## src/hdl/lbs_pkg.sv

```systemverilog
// Purpose: Shared constants and types of the logic bus sampler.
// Assumes: One acquisition sample per pclk cycle.
// Notes: Register offsets are byte addresses on APB.
package lbs_pkg;
    localparam int NUM_CH = 16;
    localparam int NUM_BUS = 4;
    localparam int LVL_W = 8;
    localparam int SKEW_W = 4;
    localparam int HIST_DEPTH = 32;
    localparam int IRQ_W = 5;
    localparam int IRQ_CONFLICT = 4;
    localparam logic [7:0] OFF_CTRL = 8'h00;
    localparam logic [7:0] OFF_THR = 8'h04;
    localparam logic [7:0] OFF_SKEW_GLB = 8'h08;
    localparam logic [7:0] OFF_IRQ_STAT = 8'h0C;
    localparam logic [7:0] OFF_IRQ_MASK = 8'h10;
    localparam logic [7:0] OFF_STATE = 8'h14;
    localparam logic [7:0] OFF_SKEW_LO = 8'h18;
    localparam logic [7:0] OFF_SKEW_HI = 8'h1C;
    localparam logic [7:0] OFF_BUS_CFG = 8'h40;
    localparam logic [7:0] OFF_BUS_THR = 8'h44;
    localparam logic [7:0] OFF_BUS_VAL = 8'h60;
    localparam int CFG_EN = 0;
    localparam int CFG_CLK = 1;
    localparam int CFG_RISE = 2;
    localparam int CFG_SRC_LSB = 4;
    localparam int CFG_FMT_LSB = 8;
    localparam int CFG_MASK_LSB = 16;
    localparam logic [31:0] CFG_WMASK = 32'hFFFF0FF7;
    localparam int CTRL_COUPLE = 0;
    localparam int CTRL_POD_LO = 1;
    localparam int CTRL_POD_HI = 2;
    localparam logic [2:0] CTRL_RST = 3'h7;
    localparam logic [7:0] THR_RST = 8'h80;
    localparam logic [3:0] FMT_SIGNED = 4'h5;
    localparam logic [7:0] BAND_NORMAL = 8'h02;
    localparam logic [7:0] BAND_MAX = 8'h10;
    localparam logic [7:0] BAND_ROB_RISE = 8'h0C;
    localparam logic [7:0] BAND_ROB_FALL = 8'h06;
    typedef enum logic [1:0] {
        HYST_NORMAL = 2'h0, HYST_MAX = 2'h1, HYST_ROBUST = 2'h2
    } hyst_e;
    typedef enum logic [1:0] {APB_IDLE = 2'b01, APB_ACC = 2'b10} apb_st_e;
    // Robust mode uses a wider band above than below the threshold.
    function automatic logic [7:0] band_up(input logic [1:0] m);
        return (m == HYST_MAX) ? BAND_MAX :
               (m == HYST_ROBUST) ? BAND_ROB_RISE : BAND_NORMAL; // [RULE5]
    endfunction
    function automatic logic [7:0] band_dn(input logic [1:0] m);
        return (m == HYST_MAX) ? BAND_MAX :
               (m == HYST_ROBUST) ? BAND_ROB_FALL : BAND_NORMAL; // [RULE5]
    endfunction
endpackage

```

## src/hdl/sample_if.sv

```systemverilog
// Purpose: Channel samples between the core and its helper modules.
// Assumes: All members live in the pclk domain.
// Notes: None.
interface sample_if;
    logic [lbs_pkg::NUM_CH*lbs_pkg::LVL_W-1:0] level;
    logic [7:0] thr;
    logic [7:0] band_up;
    logic [7:0] band_dn;
    logic [lbs_pkg::NUM_CH-1:0] state;
    logic [lbs_pkg::NUM_CH-1:0] delayed;
    logic [lbs_pkg::NUM_CH*lbs_pkg::SKEW_W-1:0] ch_skew;
    logic [lbs_pkg::SKEW_W-1:0] glb_skew;
    modport cmp (input level, thr, band_up, band_dn, output state);
    modport skew (input state, ch_skew, glb_skew, output delayed);
    modport core (output level, thr, band_up, band_dn, ch_skew, glb_skew,
                  input state, delayed);
endinterface

```

## src/hdl/hyst_cmp.sv

```systemverilog
// Purpose: Threshold comparators with hysteresis, one per channel.
// Assumes: Levels are already synchronised to pclk.
// Notes: Inside the band the previous state is held.
module hyst_cmp (
    // Clock and reset
    input wire logic pclk,
    input wire logic presetn,
    // Samples
    sample_if.cmp sif
);
    logic [lbs_pkg::NUM_CH-1:0] state_r;
    wire logic [lbs_pkg::NUM_CH-1:0] state_nxt;
    for (genvar c = 0; c < lbs_pkg::NUM_CH; c++) begin : g_ch
        wire logic [8:0] lvl = {1'b0, sif.level[c*lbs_pkg::LVL_W +: 8]};
        wire logic hi = lvl > ({1'b0, sif.thr} + {1'b0, sif.band_up});
        wire logic lo = (lvl + {1'b0, sif.band_dn}) < {1'b0, sif.thr};
        assign state_nxt[c] = hi ? 1'b1 : (lo ? 1'b0 : state_r[c]); // [RULE1] [RULE2]
    end
    always_ff @(posedge pclk or negedge presetn) begin
        if (!presetn) begin
            state_r <= '0;
        end else begin
            state_r <= state_nxt;
        end
    end
    assign sif.state = state_r;
endmodule // hyst_cmp

```

## src/hdl/skew_line.sv

```systemverilog
// Purpose: Sample history memory giving each channel its own delay.
// Assumes: Channel and common delays are at most 15 samples each.
// Notes: Zero delay still costs two samples of latency.
module skew_line (
    // Clock and reset
    input wire logic pclk,
    input wire logic presetn,
    // Samples
    sample_if.skew sif
);
    localparam int D = lbs_pkg::HIST_DEPTH;
    logic [D-1:0][lbs_pkg::NUM_CH-1:0] hist_r;
    logic [lbs_pkg::NUM_CH-1:0] delayed_r;
    wire logic [lbs_pkg::NUM_CH-1:0] tap;
    for (genvar c = 0; c < lbs_pkg::NUM_CH; c++) begin : g_tap
        wire logic [4:0] idx = {1'b0, sif.ch_skew[c*4 +: 4]} +
                               {1'b0, sif.glb_skew}; // [RULE11] [RULE12]
        assign tap[c] = hist_r[idx][c];
    end
    always_ff @(posedge pclk or negedge presetn) begin
        if (!presetn) begin
            hist_r <= '0;
            delayed_r <= '0;
        end else begin
            hist_r <= {hist_r[D-2:0], sif.state};
            delayed_r <= tap;
        end
    end
    assign sif.delayed = delayed_r;
endmodule // skew_line

```

## src/hdl/logic_bus_sampler.sv

```systemverilog
// Purpose: Logic bus sampler for sixteen digital input channels.
// Assumes: pclk is the acquisition sample clock, one sample per cycle.
// Notes: Registers are reached over APB; one level interrupt output.
// Operation
// [RULE1] Input above threshold records one, below records zero, every sample.
// [RULE2] A hysteresis band keeps noise near threshold from toggling state.
// [RULE3] After reset coupling is on; all channels share one threshold.
// [RULE4] Enabled buses use the threshold of the last bus enabled.
// [RULE5] Hysteresis is normal, maximum, or robust with separate rise/fall bands.
// [RULE6] An unclocked bus takes a new value on every sample.
// [RULE7] A clocked bus captures only on the chosen clock channel edge.
// [RULE8] A per-bus selector picks which channel is the bus clock.
// [RULE9] Clocked buses emit one word with timestamp per qualifying edge.
// [RULE10] Bus words are at most sixteen bits, signed as two's complement.
// [RULE11] Each channel has its own programmable delay.
// [RULE12] One common delay shifts all channels together.
// [RULE13] One control enables each pod of eight channels at once.
// [RULE14] Binary output is signed only for the signed format.
// [RULE15] Enabling a bus sharing a channel disables the older one, flags it.
// [RULE16] Up to four independent logic buses.
// [RULE17] Everything runs on the sample clock; bus setup changes only disabled.
module logic_bus_sampler (
    // Clock and reset
    input wire logic pclk,
    input wire logic presetn,
    // APB slave
    input wire logic [7:0] paddr,
    input wire logic psel,
    input wire logic penable,
    input wire logic pwrite,
    input wire logic [31:0] pwdata,
    output logic pready,
    output logic [31:0] prdata,
    output logic pslverr,
    // Comparator levels of the digital input channels, from pins
    input wire logic [127:0] digital_input_channels,
    // Bus values and decoded entries
    output logic [63:0] bus_word,
    output logic [3:0] res_valid,
    output logic [63:0] res_word,
    output logic [3:0] res_signed,
    output logic [31:0] res_time,
    // Interrupt
    output logic irq
);
    localparam int NB = lbs_pkg::NUM_BUS;
    sample_if sif ();
    logic [127:0] lvl_s1_r;
    logic [127:0] lvl_s2_r;
    logic [2:0] ctrl_r;
    logic [9:0] gthr_r;
    logic [9:0] act_thr_r;
    logic [3:0] gskew_r;
    logic [63:0] skew_r;
    logic [NB-1:0][31:0] cfg_r;
    logic [NB-1:0][9:0] bthr_r;
    logic [NB-1:0][15:0] word_r;
    logic [NB-1:0][15:0] res_word_r;
    logic [NB-1:0] res_valid_r;
    logic [NB-1:0] res_signed_r;
    logic [31:0] res_time_r;
    logic [31:0] ts_r;
    logic [15:0] prev_r;
    logic [lbs_pkg::IRQ_W-1:0] stat_r;
    logic [lbs_pkg::IRQ_W-1:0] mask_r;
    logic irq_r;
    lbs_pkg::apb_st_e st_r;
    logic pready_r;
    logic pslverr_r;
    logic [31:0] prdata_r;
    logic [31:0] rd_nxt;
    logic mapped;

    function automatic logic is_cfg(input logic [7:0] a);
        return a[7:5] == lbs_pkg::OFF_BUS_CFG[7:5] &&
               a[2:0] == lbs_pkg::OFF_BUS_CFG[2:0];
    endfunction
    function automatic logic is_thr(input logic [7:0] a);
        return a[7:5] == lbs_pkg::OFF_BUS_THR[7:5] &&
               a[2:0] == lbs_pkg::OFF_BUS_THR[2:0];
    endfunction
    function automatic logic is_val(input logic [7:0] a);
        return a[7:4] == lbs_pkg::OFF_BUS_VAL[7:4] && a[1:0] == 2'h0;
    endfunction

    hyst_cmp u_cmp (.pclk(pclk), .presetn(presetn), .sif(sif));
    skew_line u_skew (.pclk(pclk), .presetn(presetn), .sif(sif));

    // Threshold used by all channels.
    wire logic couple = ctrl_r[lbs_pkg::CTRL_COUPLE];
    wire logic [9:0] eff_thr = couple ? gthr_r : act_thr_r; // [RULE3] [RULE4]
    assign sif.level = lvl_s2_r;
    assign sif.thr = eff_thr[7:0];
    assign sif.band_up = lbs_pkg::band_up(eff_thr[9:8]); // [RULE5]
    assign sif.band_dn = lbs_pkg::band_dn(eff_thr[9:8]); // [RULE5]
    assign sif.ch_skew = skew_r;
    assign sif.glb_skew = gskew_r;

    wire logic [15:0] pod_mask = {{8{ctrl_r[lbs_pkg::CTRL_POD_HI]}},
                                  {8{ctrl_r[lbs_pkg::CTRL_POD_LO]}}};
    wire logic [15:0] gated = sif.delayed & pod_mask; // [RULE13]

    // APB decode; a write lands at the edge that samples pready high.
    wire logic [1:0] bsel = paddr[4:3];
    wire logic [1:0] vsel = paddr[3:2];
    wire logic apb_wr = (st_r == lbs_pkg::APB_ACC) && psel && penable &&
                        pwrite && !pslverr_r;
    wire logic wr_any_cfg = apb_wr && is_cfg(paddr);
    wire logic [NB-1:0] en;
    wire logic [NB-1:0] wr_cfg;
    wire logic [NB-1:0] kill;
    wire logic [NB-1:0] edge_w;
    wire logic [NB-1:0] evt;
    wire logic any_en = |en;
    wire logic new_en = wr_any_cfg && pwdata[lbs_pkg::CFG_EN] && !en[bsel];
    wire logic glb_wr_ok = apb_wr && !any_en; // [RULE17]
    wire logic [lbs_pkg::IRQ_W-1:0] stat_clr =
        (apb_wr && paddr == lbs_pkg::OFF_IRQ_STAT) ?
        pwdata[lbs_pkg::IRQ_W-1:0] : '0;
    wire logic [lbs_pkg::IRQ_W-1:0] stat_set = {|kill, evt};

    always_comb begin
        rd_nxt = '0;
        mapped = 1'b1;
        if (is_cfg(paddr)) begin
            rd_nxt = cfg_r[bsel];
        end else if (is_thr(paddr)) begin
            rd_nxt = {22'h000000, bthr_r[bsel]};
        end else if (is_val(paddr)) begin
            rd_nxt = {16'h0000, word_r[vsel]};
        end else begin
            case (paddr)
                lbs_pkg::OFF_CTRL: rd_nxt = {29'h00000000, ctrl_r};
                lbs_pkg::OFF_THR: rd_nxt = {22'h000000, gthr_r};
                lbs_pkg::OFF_SKEW_GLB: rd_nxt = {28'h0000000, gskew_r};
                lbs_pkg::OFF_IRQ_STAT: rd_nxt = {27'h0000000, stat_r};
                lbs_pkg::OFF_IRQ_MASK: rd_nxt = {27'h0000000, mask_r};
                lbs_pkg::OFF_STATE: rd_nxt = {16'h0000, gated};
                lbs_pkg::OFF_SKEW_LO: rd_nxt = skew_r[31:0];
                lbs_pkg::OFF_SKEW_HI: rd_nxt = skew_r[63:32];
                default: mapped = 1'b0;
            endcase
        end
    end

    always_ff @(posedge pclk or negedge presetn) begin
        if (!presetn) begin
            st_r <= lbs_pkg::APB_IDLE;
            pready_r <= 1'b0;
            pslverr_r <= 1'b0;
            prdata_r <= '0;
        end else begin
            case (st_r)
                lbs_pkg::APB_IDLE: begin
                    if (psel && penable) begin
                        st_r <= lbs_pkg::APB_ACC;
                        pready_r <= 1'b1;
                        pslverr_r <= !mapped;
                        prdata_r <= pwrite ? 32'h00000000 : rd_nxt;
                    end
                end
                lbs_pkg::APB_ACC: begin
                    st_r <= lbs_pkg::APB_IDLE;
                    pready_r <= 1'b0;
                    pslverr_r <= 1'b0;
                end
                default: begin
                    st_r <= lbs_pkg::APB_IDLE;
                    pready_r <= 1'b0;
                    pslverr_r <= 1'b0;
                end
            endcase
        end
    end

    // Global settings; threshold and skew are frozen while a bus runs.
    always_ff @(posedge pclk or negedge presetn) begin
        if (!presetn) begin
            ctrl_r <= lbs_pkg::CTRL_RST; // [RULE3]
            gthr_r <= {lbs_pkg::HYST_NORMAL, lbs_pkg::THR_RST};
            act_thr_r <= {lbs_pkg::HYST_NORMAL, lbs_pkg::THR_RST};
            gskew_r <= '0;
            skew_r <= '0;
            mask_r <= '0;
        end else begin
            if (apb_wr && paddr == lbs_pkg::OFF_CTRL) begin
                ctrl_r <= pwdata[2:0]; // [RULE13]
            end
            if (glb_wr_ok && paddr == lbs_pkg::OFF_THR) begin
                gthr_r <= pwdata[9:0];
            end
            if (glb_wr_ok && paddr == lbs_pkg::OFF_SKEW_GLB) begin
                gskew_r <= pwdata[3:0]; // [RULE12]
            end
            if (glb_wr_ok && paddr == lbs_pkg::OFF_SKEW_LO) begin
                skew_r[31:0] <= pwdata; // [RULE11]
            end
            if (glb_wr_ok && paddr == lbs_pkg::OFF_SKEW_HI) begin
                skew_r[63:32] <= pwdata; // [RULE11]
            end
            if (apb_wr && paddr == lbs_pkg::OFF_IRQ_MASK) begin
                mask_r <= pwdata[lbs_pkg::IRQ_W-1:0];
            end
            if (new_en) begin
                act_thr_r <= bthr_r[bsel]; // [RULE4]
            end
        end
    end

    // Per-bus configuration, capture and decoded entries.
    for (genvar b = 0; b < NB; b++) begin : g_bus // [RULE16]
        wire logic [3:0] src = cfg_r[b][lbs_pkg::CFG_SRC_LSB +: 4];
        wire logic cur = gated[src]; // [RULE8]
        wire logic prv = prev_r[src];
        wire logic clocked = cfg_r[b][lbs_pkg::CFG_CLK];
        wire logic [15:0] bmask = cfg_r[b][lbs_pkg::CFG_MASK_LSB +: 16];
        wire logic [3:0] fmt = cfg_r[b][lbs_pkg::CFG_FMT_LSB +: 4];
        wire logic upd = en[b] && (!clocked || edge_w[b]); // [RULE6] [RULE7]
        assign en[b] = cfg_r[b][lbs_pkg::CFG_EN];
        assign wr_cfg[b] = wr_any_cfg && bsel == 2'(b);
        assign edge_w[b] = cfg_r[b][lbs_pkg::CFG_RISE] ?
                           (cur && !prv) : (!cur && prv); // [RULE7]
        assign evt[b] = en[b] && clocked && edge_w[b]; // [RULE9]
        assign kill[b] = new_en && en[b] && !wr_cfg[b] &&
                         |(pwdata[31:16] & bmask); // [RULE15]
        always_ff @(posedge pclk or negedge presetn) begin
            if (!presetn) begin
                cfg_r[b] <= '0;
                bthr_r[b] <= {lbs_pkg::HYST_NORMAL, lbs_pkg::THR_RST};
                word_r[b] <= '0;
                res_word_r[b] <= '0;
                res_valid_r[b] <= 1'b0;
                res_signed_r[b] <= 1'b0;
            end else begin
                if (kill[b]) begin
                    cfg_r[b][lbs_pkg::CFG_EN] <= 1'b0; // [RULE15]
                end else if (wr_cfg[b] && en[b]) begin
                    cfg_r[b][lbs_pkg::CFG_EN] <= pwdata[lbs_pkg::CFG_EN]; // [RULE17]
                end else if (wr_cfg[b]) begin
                    cfg_r[b] <= pwdata & lbs_pkg::CFG_WMASK;
                end
                if (apb_wr && is_thr(paddr) && bsel == 2'(b) && !en[b]) begin
                    bthr_r[b] <= pwdata[9:0]; // [RULE4] [RULE17]
                end
                if (upd) begin
                    word_r[b] <= gated & bmask; // [RULE6] [RULE10]
                end
                res_valid_r[b] <= evt[b]; // [RULE9]
                if (evt[b]) begin
                    res_word_r[b] <= gated & bmask;
                    res_signed_r[b] <= fmt == lbs_pkg::FMT_SIGNED; // [RULE14]
                end
            end
        end
    end

    // Sticky status: a new event wins over a clear in the same cycle.
    always_ff @(posedge pclk or negedge presetn) begin
        if (!presetn) begin
            lvl_s1_r <= '0;
            lvl_s2_r <= '0;
            prev_r <= '0;
            ts_r <= '0;
            res_time_r <= '0;
            stat_r <= '0;
            irq_r <= 1'b0;
        end else begin
            lvl_s1_r <= digital_input_channels; // [RULE17]
            lvl_s2_r <= lvl_s1_r;
            prev_r <= gated;
            ts_r <= ts_r + 32'h00000001;
            if (|evt) begin
                res_time_r <= ts_r; // [RULE9]
            end
            stat_r <= (stat_r & ~stat_clr) | stat_set;
            irq_r <= |(stat_r & mask_r);
        end
    end

    assign pready = pready_r;
    assign prdata = prdata_r;
    assign pslverr = pslverr_r;
    assign bus_word = word_r;
    assign res_valid = res_valid_r;
    assign res_word = res_word_r;
    assign res_signed = res_signed_r;
    assign res_time = res_time_r;
    assign irq = irq_r;

    // Checks on channel 0 and bus 0, plus the active threshold taken from the bus being enabled.
    wire logic [8:0] lvl0 = {1'b0, lvl_s2_r[7:0]};
    wire logic hi0 = lvl0 > ({1'b0, sif.thr} + {1'b0, sif.band_up});
    wire logic lo0 = (lvl0 + {1'b0, sif.band_dn}) < {1'b0, sif.thr};
    wire logic zero_skew0 = skew_r[3:0] == 4'h0 && gskew_r == 4'h0;
endmodule // logic_bus_sampler

```

## config.mk

```make
export PLATFORM = sky130hd
export DESIGN_NAME = logic_bus_sampler
export DESIGN_NICKNAME = d
export VERILOG_FILES = /design/src/hdl/lbs_pkg.sv /design/src/hdl/sample_if.sv /design/src/hdl/hyst_cmp.sv /design/src/hdl/skew_line.sv /design/src/hdl/logic_bus_sampler.sv
export SDC_FILE = /design/constraint.sdc
export NUM_CORES = 2
export LEC_CHECK = 0
export BUFFER_PORTS_ARGS = -buffer_cell sky130_fd_sc_hd__buf_2
export CAP_MARGIN = 25
export CORE_MARGIN = 2
export CORE_UTILIZATION = 65
export CTS_CLUSTER_DIAMETER = 80
export CTS_CLUSTER_SIZE = 10
export DETAILED_ROUTE_END_ITERATION = 7
export PLACE_DENSITY = 0.84
export RECOVER_POWER = 50
export SLEW_MARGIN = 40
export SYNTH_ARGS = -nofsm -noshare
export SYNTH_HDL_FRONTEND = slang
export SYNTH_SLANG_ARGS = --single-unit
```

## constraint.sdc

```tcl
create_clock -name pclk -period 12.5 [get_ports pclk]
set_input_delay 3.125 -clock pclk [delete_from_list [all_inputs] [get_ports pclk]]
set_output_delay 3.125 -clock pclk [all_outputs]
set_load 0.005 [all_outputs]
```

# [After elaboration in Yosys (flattened, before gate mapping)]
# Cells that the tools add are included.
[op_classes] add_sub_neg=34 n_lt_le_gt_ge=54 n_eq_ne=22 mux=125 n_bitwise=21 n_reduce_logical=134
[op_table] operator="binary-select mux 16 bit (select 5 bit)" count=16
[op_table] operator="case mux 32 bit (8 select lines)" count=1
[op_table] operator="two-way mux 32 bit" count=5
[op_table] operator="adder 8 x 5 -> 9 bit" count=17
[op_table] operator="AND 16 bit" count=9
[op_table] operator="> comparator 8 x 9 -> 1 bit" count=16
[op_table] operator="less-than comparator 9 x 8 -> 1 bit" count=16
[op_table] operator="less-than comparator 5 x 6 -> 1 bit, second input constant" count=16
[op_table] operator="adder 4 x 4 -> 5 bit" count=16
[op_table] operator="logical AND 1 bit" count=68
[op_table] operator="two-way mux 1 bit" count=66
[op_table] operator="binary-select mux 32 bit (select 2 bit)" count=1
[op_table] operator="OR reduction 16 bit" count=4
[op_table] operator="adder 32 x 1 -> 32 bit, second input constant" count=1
[op_table] operator="binary-select mux 1 bit (select 4 bit)" count=8
[op_table] operator="binary-select mux 16 bit (select 2 bit)" count=1
[op_table] operator="== test 8 x 5 -> 1 bit, second input constant" count=4
[op_table] operator="two-way mux 16 bit" count=2
[op_table] operator="nonzero test 2 bit" count=16
[op_table] operator="two-way mux 10 bit" count=3
[op_table] operator="logical NOT 1 bit" count=24
[op_table] operator="binary-select mux 10 bit (select 2 bit)" count=1
[op_table] operator="== test 4 x 3 -> 1 bit, second input constant" count=5
[op_table] operator="less-than comparator 4 x 5 -> 1 bit, second input constant" count=4
[op_table] operator="36 further kinds" count=70
[word_totals] register_bits=1302 in_bits=173 output_inout_bits=203 wordCells=485

# [Depth between registers and ports, before layout]
[depth] ltp_word=13 mapped_depth=18 depth_no_buf=16

# [Cells and area by module]
# Synthesis repeated with hierarchy kept, for this count alone.
[unflattened] cells_unflattened=4533 area_unflattened_um2=61162.4
[modules_own_cells] module="logic_bus_sampler" instances=1 cells_each=2003 area_per_inst_um2=30046.3 seq_area_each_um2=18955.7
[modules_own_cells] module="skew_line" instances=1 cells_each=1233 area_per_inst_um2=20330.7 seq_area_each_um2=13212.7
[modules_own_cells] module="hyst_cmp" instances=1 cells_each=1297 area_per_inst_um2=10785.3 seq_area_each_um2=400.4

# [Worst setup path after synthesis]
# Ideal clock, no wire load.
[synth_timing] path_kind="input to register" startpoint="input paddr[1]" endpoint="register cfg_r[10] in the netlist's numbering" setup_time_ns=0.125 t_arrival_ns=5.132 required_time_ns=12.375 path_slack_ns=7.243 path_stages=8 path_buffers=2 cell_sequence="or2_1 -> clkbuf_1 -> nor4_2 -> nand2_1 -> or2_2 -> nor3_4 -> buf_2 -> mux2_2"
[synth_via] elab_chain_len=10 word_cells_on_any_way=14 classes_between="bitwise (2); reduce/logical (12)"
[synth_rtl] element="start: declaration" line_no="logic_bus_sampler.sv:27" text="input wire logic [7:0] paddr,"
[synth_rtl] element="logical NOT 3 bit *" line_no="logic_bus_sampler.sv:76" text="a[2:0] == lbs_pkg::OFF_BUS_CFG[2:0];"
[synth_rtl] element="logical AND 1 bit *" line_no="logic_bus_sampler.sv:75" text="return a[7:5] == lbs_pkg::OFF_BUS_CFG[7:5] &&"
[synth_rtl] element="logical AND 1 bit *" line_no="logic_bus_sampler.sv:108" text="wire logic wr_any_cfg = apb_wr && is_cfg(paddr);"
[synth_rtl] element="logical AND 1 bit (2 in series)" line_no="logic_bus_sampler.sv:115" text="wire logic new_en = wr_any_cfg && pwdata[lbs_pkg::CFG_EN] && !en[bsel];"
[synth_rtl] element="logical AND 1 bit (3 in series)" line_no="logic_bus_sampler.sv:224" text="assign kill[b] = new_en && en[b] && !wr_cfg[b] &&"
[synth_rtl] element="inverter 1 bit (no line)"
[synth_rtl] element="AND reduction 3 bit (no line) *"
[synth_rtl] element="end signal: indexed assignment" line_no="logic_bus_sampler.sv:238" text="cfg_r[b][lbs_pkg::CFG_EN] <= pwdata[lbs_pkg::CFG_EN];"
[synth_rtl] element="end signal: indexed assignment" line_no="logic_bus_sampler.sv:240" text="cfg_r[b] <= pwdata & lbs_pkg::CFG_WMASK;"
[synth_rtl] element="end: declaration" line_no="logic_bus_sampler.sv:55" text="logic [NB-1:0][31:0] cfg_r;"
# Every way passes the cells marked *; elsewhere a longest branch is shown, timed or not.
# A chain may end at the register's enable or synchronous reset.

==> flow_summary_export.csv <==
group,metric,value,unit
run_status,outcome,"complete, but fails checks",
run_status,failed_checks,"max-capacitance violations, max-slew violations",
pwr,power.internal,0.00670,W
finish,finalCoreUtilization,0.740,
synthesis,sequential_fraction_of_the_synthesis_area,0.571,
drt,wl_per_cell,27.6,um
die,num_rows,108,
pwr,netSwitchingFraction,0.226,
critical_path,crit_path_cell_trace,"clkbuf_1, clkbuf_1, buf_12, buf_16",
die,start_util,0.656,
drt,via_per_inst,6.59,
synthesis,synthAdderAreaFrac,0.0842,
critical_path,cpMaxStageDelayCell,"clkbuf_1",
die,floorplan.io_pins,376,
timing,period_needed,6.84,ns
critical_path,max_stage_delay,2.53,ns
cts,ctsHoldBuffers,0,
timing,finalSetupViolCount,0,
cts,number_of_buffers_added_for_setup_after_cts,0,
drt,drt-total-wl,150000,um
synthesis,synth.top_cells.by_area,"dfrtp_1, mux4_2, ha_1",
synthesis,synthesized_area_fraction_occupied_by_xor_and_xnor_cells,0.0275,
global_routing,grt_antenna_before_repair,13,
synthesis,synth-compound-area-share,0.0627,
pwr,total_switching_power,0.00196,W
drt,detail-route-antenna-nets,0,
run,maxCapViolCount,8,
place,dp_worst_setup_slack,6.29,ns
synthesis,synth_area_leader_cell,"dfrtp_1",
synthesis,post_synth_simple_gate_area,0.0521,
pwr,power.static_leakage,28.9,nW
critical_path,cp-start-kind,"primary input",
critical_path,timing_worst_setup_path_type,"in -> async",
synthesis,syn_inst,3833,
synthesis,synthMostInstantiatedCell,"dfrtp_1",
place,io_buffers,375,
die,die_w,300,um
synthesis,synthArstFlopShare,1.00,
global_routing,first_global_vias,37900,
cts,clock_network_latency_to_the_later_pin_of_the_worst_skew_pair,0.74,ns
timing,final.period_utilization,0.547,
drt,drt_pre_antenna_iters,6,
cts,clk_pin_slew_worst_paths,0.05,ns
critical_path,worst_ep_required_time,13.33,ns
synthesis,synthDominantCellAreaShare,0.566,
synthesis,muxShareOfSynthArea,0.186,
pwr,ir_worst_vdd,0.000164,V
critical_path,setup.worst_path.end_class,"asynchronous set/reset pin",
global_routing,grt_first_pass_wirelength,232000,um
cts,numCtsBuffers,148,
global_routing,maximum_number_of_pins_on_one_net_before_global_route_repair,166,
cts,cts_tree,"yes",
synthesis,avgSynthCellArea,14.9,sq um
die,die_footprint,0.0901,sq mm
critical_path,worst_path_maximum_fanout,108,
pwr,share_clk_of_total_power,0.434,
timing,timing.final.ws_setup,5.66,ns
synthesis,synth-seq-cells,1301,
pwr,gate_power_share,0.047,
place,place_area,0.0604,sq mm
synthesis,synth_top_family_by_area,"multiplexers",
finish,areaGrowthSynthToFinish,12.8,%
synthesis,postSynthNetCount,4367,
finish,post_route_cells_drive_above_1_share,0.293,
timing,timing.setup.tns,0,ns
drt,drt-initial-drc-count,3215,
finish,final_cell_area,0.0643,sq mm
die,die_h,300,um
timing,max-slew-margin-rel,-1.44,
timing,timing.final.hold_violations,0,
cts,numClockSinks,1301,
timing,unrepaired_setup_endpoints_after_global_routing,"false",
cts,cts.root.buffer_cell,"clkbuf_16",
cts,cts-htree-levels,4,
die,coreArea,0.0869,sq mm
finish,net_count_of_the_finished_layout,4779,
pwr,power_per_unit_of_standard_cell_area,135,mW/mm^2
pwr,overall_power,0.00866,W
cts,cts_max_path_buffers,3,
synthesis,post_synth_most_frequent_cells,"dfrtp_1, mux2_2, ha_1, mux4_2, nand2_1",
drt,remaining_drc_errors,0,
worst_hold_path,worstHoldPathType,"reg -> reg",
critical_path,cp_data_arrival_time,7.67,ns
cts,cts_resized,0,
timing,clock_skew,0.0283,ns
global_routing,grt-ovfl-total,0,
critical_path,worst_path_most_repeated_cell,"clkbuf_1",
global_routing,grt_use_total,0.344,
synthesis,synth.cell_area,0.0570,sq mm
synthesis,synth_flop_cell,"dfrtp_1",
timing,timing.final.max_slew_violations,270,
place,routabilityCongestion,0.971,
drt,vias,35800,
synthesis,post_synth_edffs,0,
place,post-dp-hpwl,103000,um
synthesis,yosysUniqueCellTypes,73,
synthesis,yosysWarningCount,0,
pwr,pwr-share-seq,0.519,
timing,fmax,146,MHz
timing,worst-slew-pin-transition,3.66,ns
[kinds of logic after synthesis]
group,count (synthesis)
and+or+nand+nor,545
adders and majority gates,377
buffers and inverters,207
DFF,1301
xor gates and xnor gates,179
AOI/OAI and AO/OA,539
muxes,685
[registers in the layout, summed over array words and instances (netlist names), 3 cells and up]
name and count:
act_thr_r 10, bthr_r 40, bus_word 64, cfg_r 108
ctrl_r 3, gskew_r 4, gthr_r 10, lvl_s1_r 128
lvl_s2_r 128, mask_r 5, prdata 32, prev_r 16
res_signed 4, res_time 32, res_valid 4, res_word 64
sif.ch_skew 64, stat_r 5, ts_r 32, u_cmp.sif.state 16
u_skew.hist_r 512, u_skew.sif.delayed 16
[power groups by stage]
| stage | combinational [W] | sequential, W | clock (W) |
|---|---|---|---|
| 6_report | 0.000408 | 0.00449 | 0.00376 |
| 5_1_grt | 0.000460 | 0.00450 | 0.00399 |
| 4_1_cts | 0.000409 | 0.00449 | 0.00381 |
| 3_5_place_dp | 0.000402 | 0.00455 | 0 |
| 3_3_place_gp | 0.000382 | 0.00454 | 0 |
| 2_1_floorplan | 0.000223 | 0.00450 | 0 |
[placed cells by master, fill, tap and decap left out, types with 17 or more instances in the layout]
cell type,n
ha_1,343
and3_1,75
fa_1,17
nand2_1,146
xor2_1,56
buf_4,25
a21o_1,48
o21ai_0,111
nor3_1,22
clkbuf_16,152
mux2_4,30
a31oi_1,34
mux2i_1,21
a22oi_1,28
nand3_1,45
clkbuf_1,29
nand4_1,24
mux2_1,35
dfrtp_1,1289
o31ai_1,37
xnor2_1,119
a21oi_1,122
nand2b_1,36
nor2b_1,41
mux2_2,347
o21a_1,48
a22o_1,57
inv_1,39
nor2_1,68
buf_2,365
mux4_2,243
[through the flow]
stage                     hold slack (ns)  cells
final                               0.339   5436
after floorplan                     0.331   3833
after global placement              0.332   5235
after CTS                           0.334   5427
after global routing                0.345   5433
after detailed placement            0.335   5246
[layout make-up]
cell class / instances / area (sq um)
antenna: 5 / 12.5
clock buffer: 169 / 3850
clock inverter: 12 / 143
fill: 5176 / 22600
inverter: 43 / 161
multi-input combinational: 2325 / 23600
sequential: 1301 / 32600
tap: 1155 / 1450
timing repair buffer: 426 / 2510
[routing by layer]
| layer | GRT usage | vias up | part of all wire |
|---|---|---|---|
| met2 | 0.544 | 1811 | 0.48 |
| met4 | 0.161 | 10 | 0.049 |
| met5 | 0 | - | 0.00061 |
| met1 | 0.457 | 18600 | 0.39 |
| met3 | 0.0808 | 471 | 0.081 |
| li1 | - | 15000 | - |
[path summary, 6_finish.rpt]
kind,from,endpoint,slack [ns],depth (start not counted)
hold reg to reg,lvl_s1_r[59],lvl_s2_r[59],0.34,0
setup / recovery,presetn,lvl_s2_r[79],5.66,4
hold / removal,lvl_s1_r[59],lvl_s2_r[59],0.34,0
min in group asynchronous,presetn,u_skew.hist_r[326],3.65,1
setup reg to reg,ctrl_r[2],bus_word[55],6.96,5
max in group pclk,paddr[2],cfg_r[30],6.92,9
[worst max-delay path: cells and delay by family]
kind | cells | cell delay, ns
buffers and inverters | 4 | 4.35
Note: power is estimated with default switching activity, not from simulation.
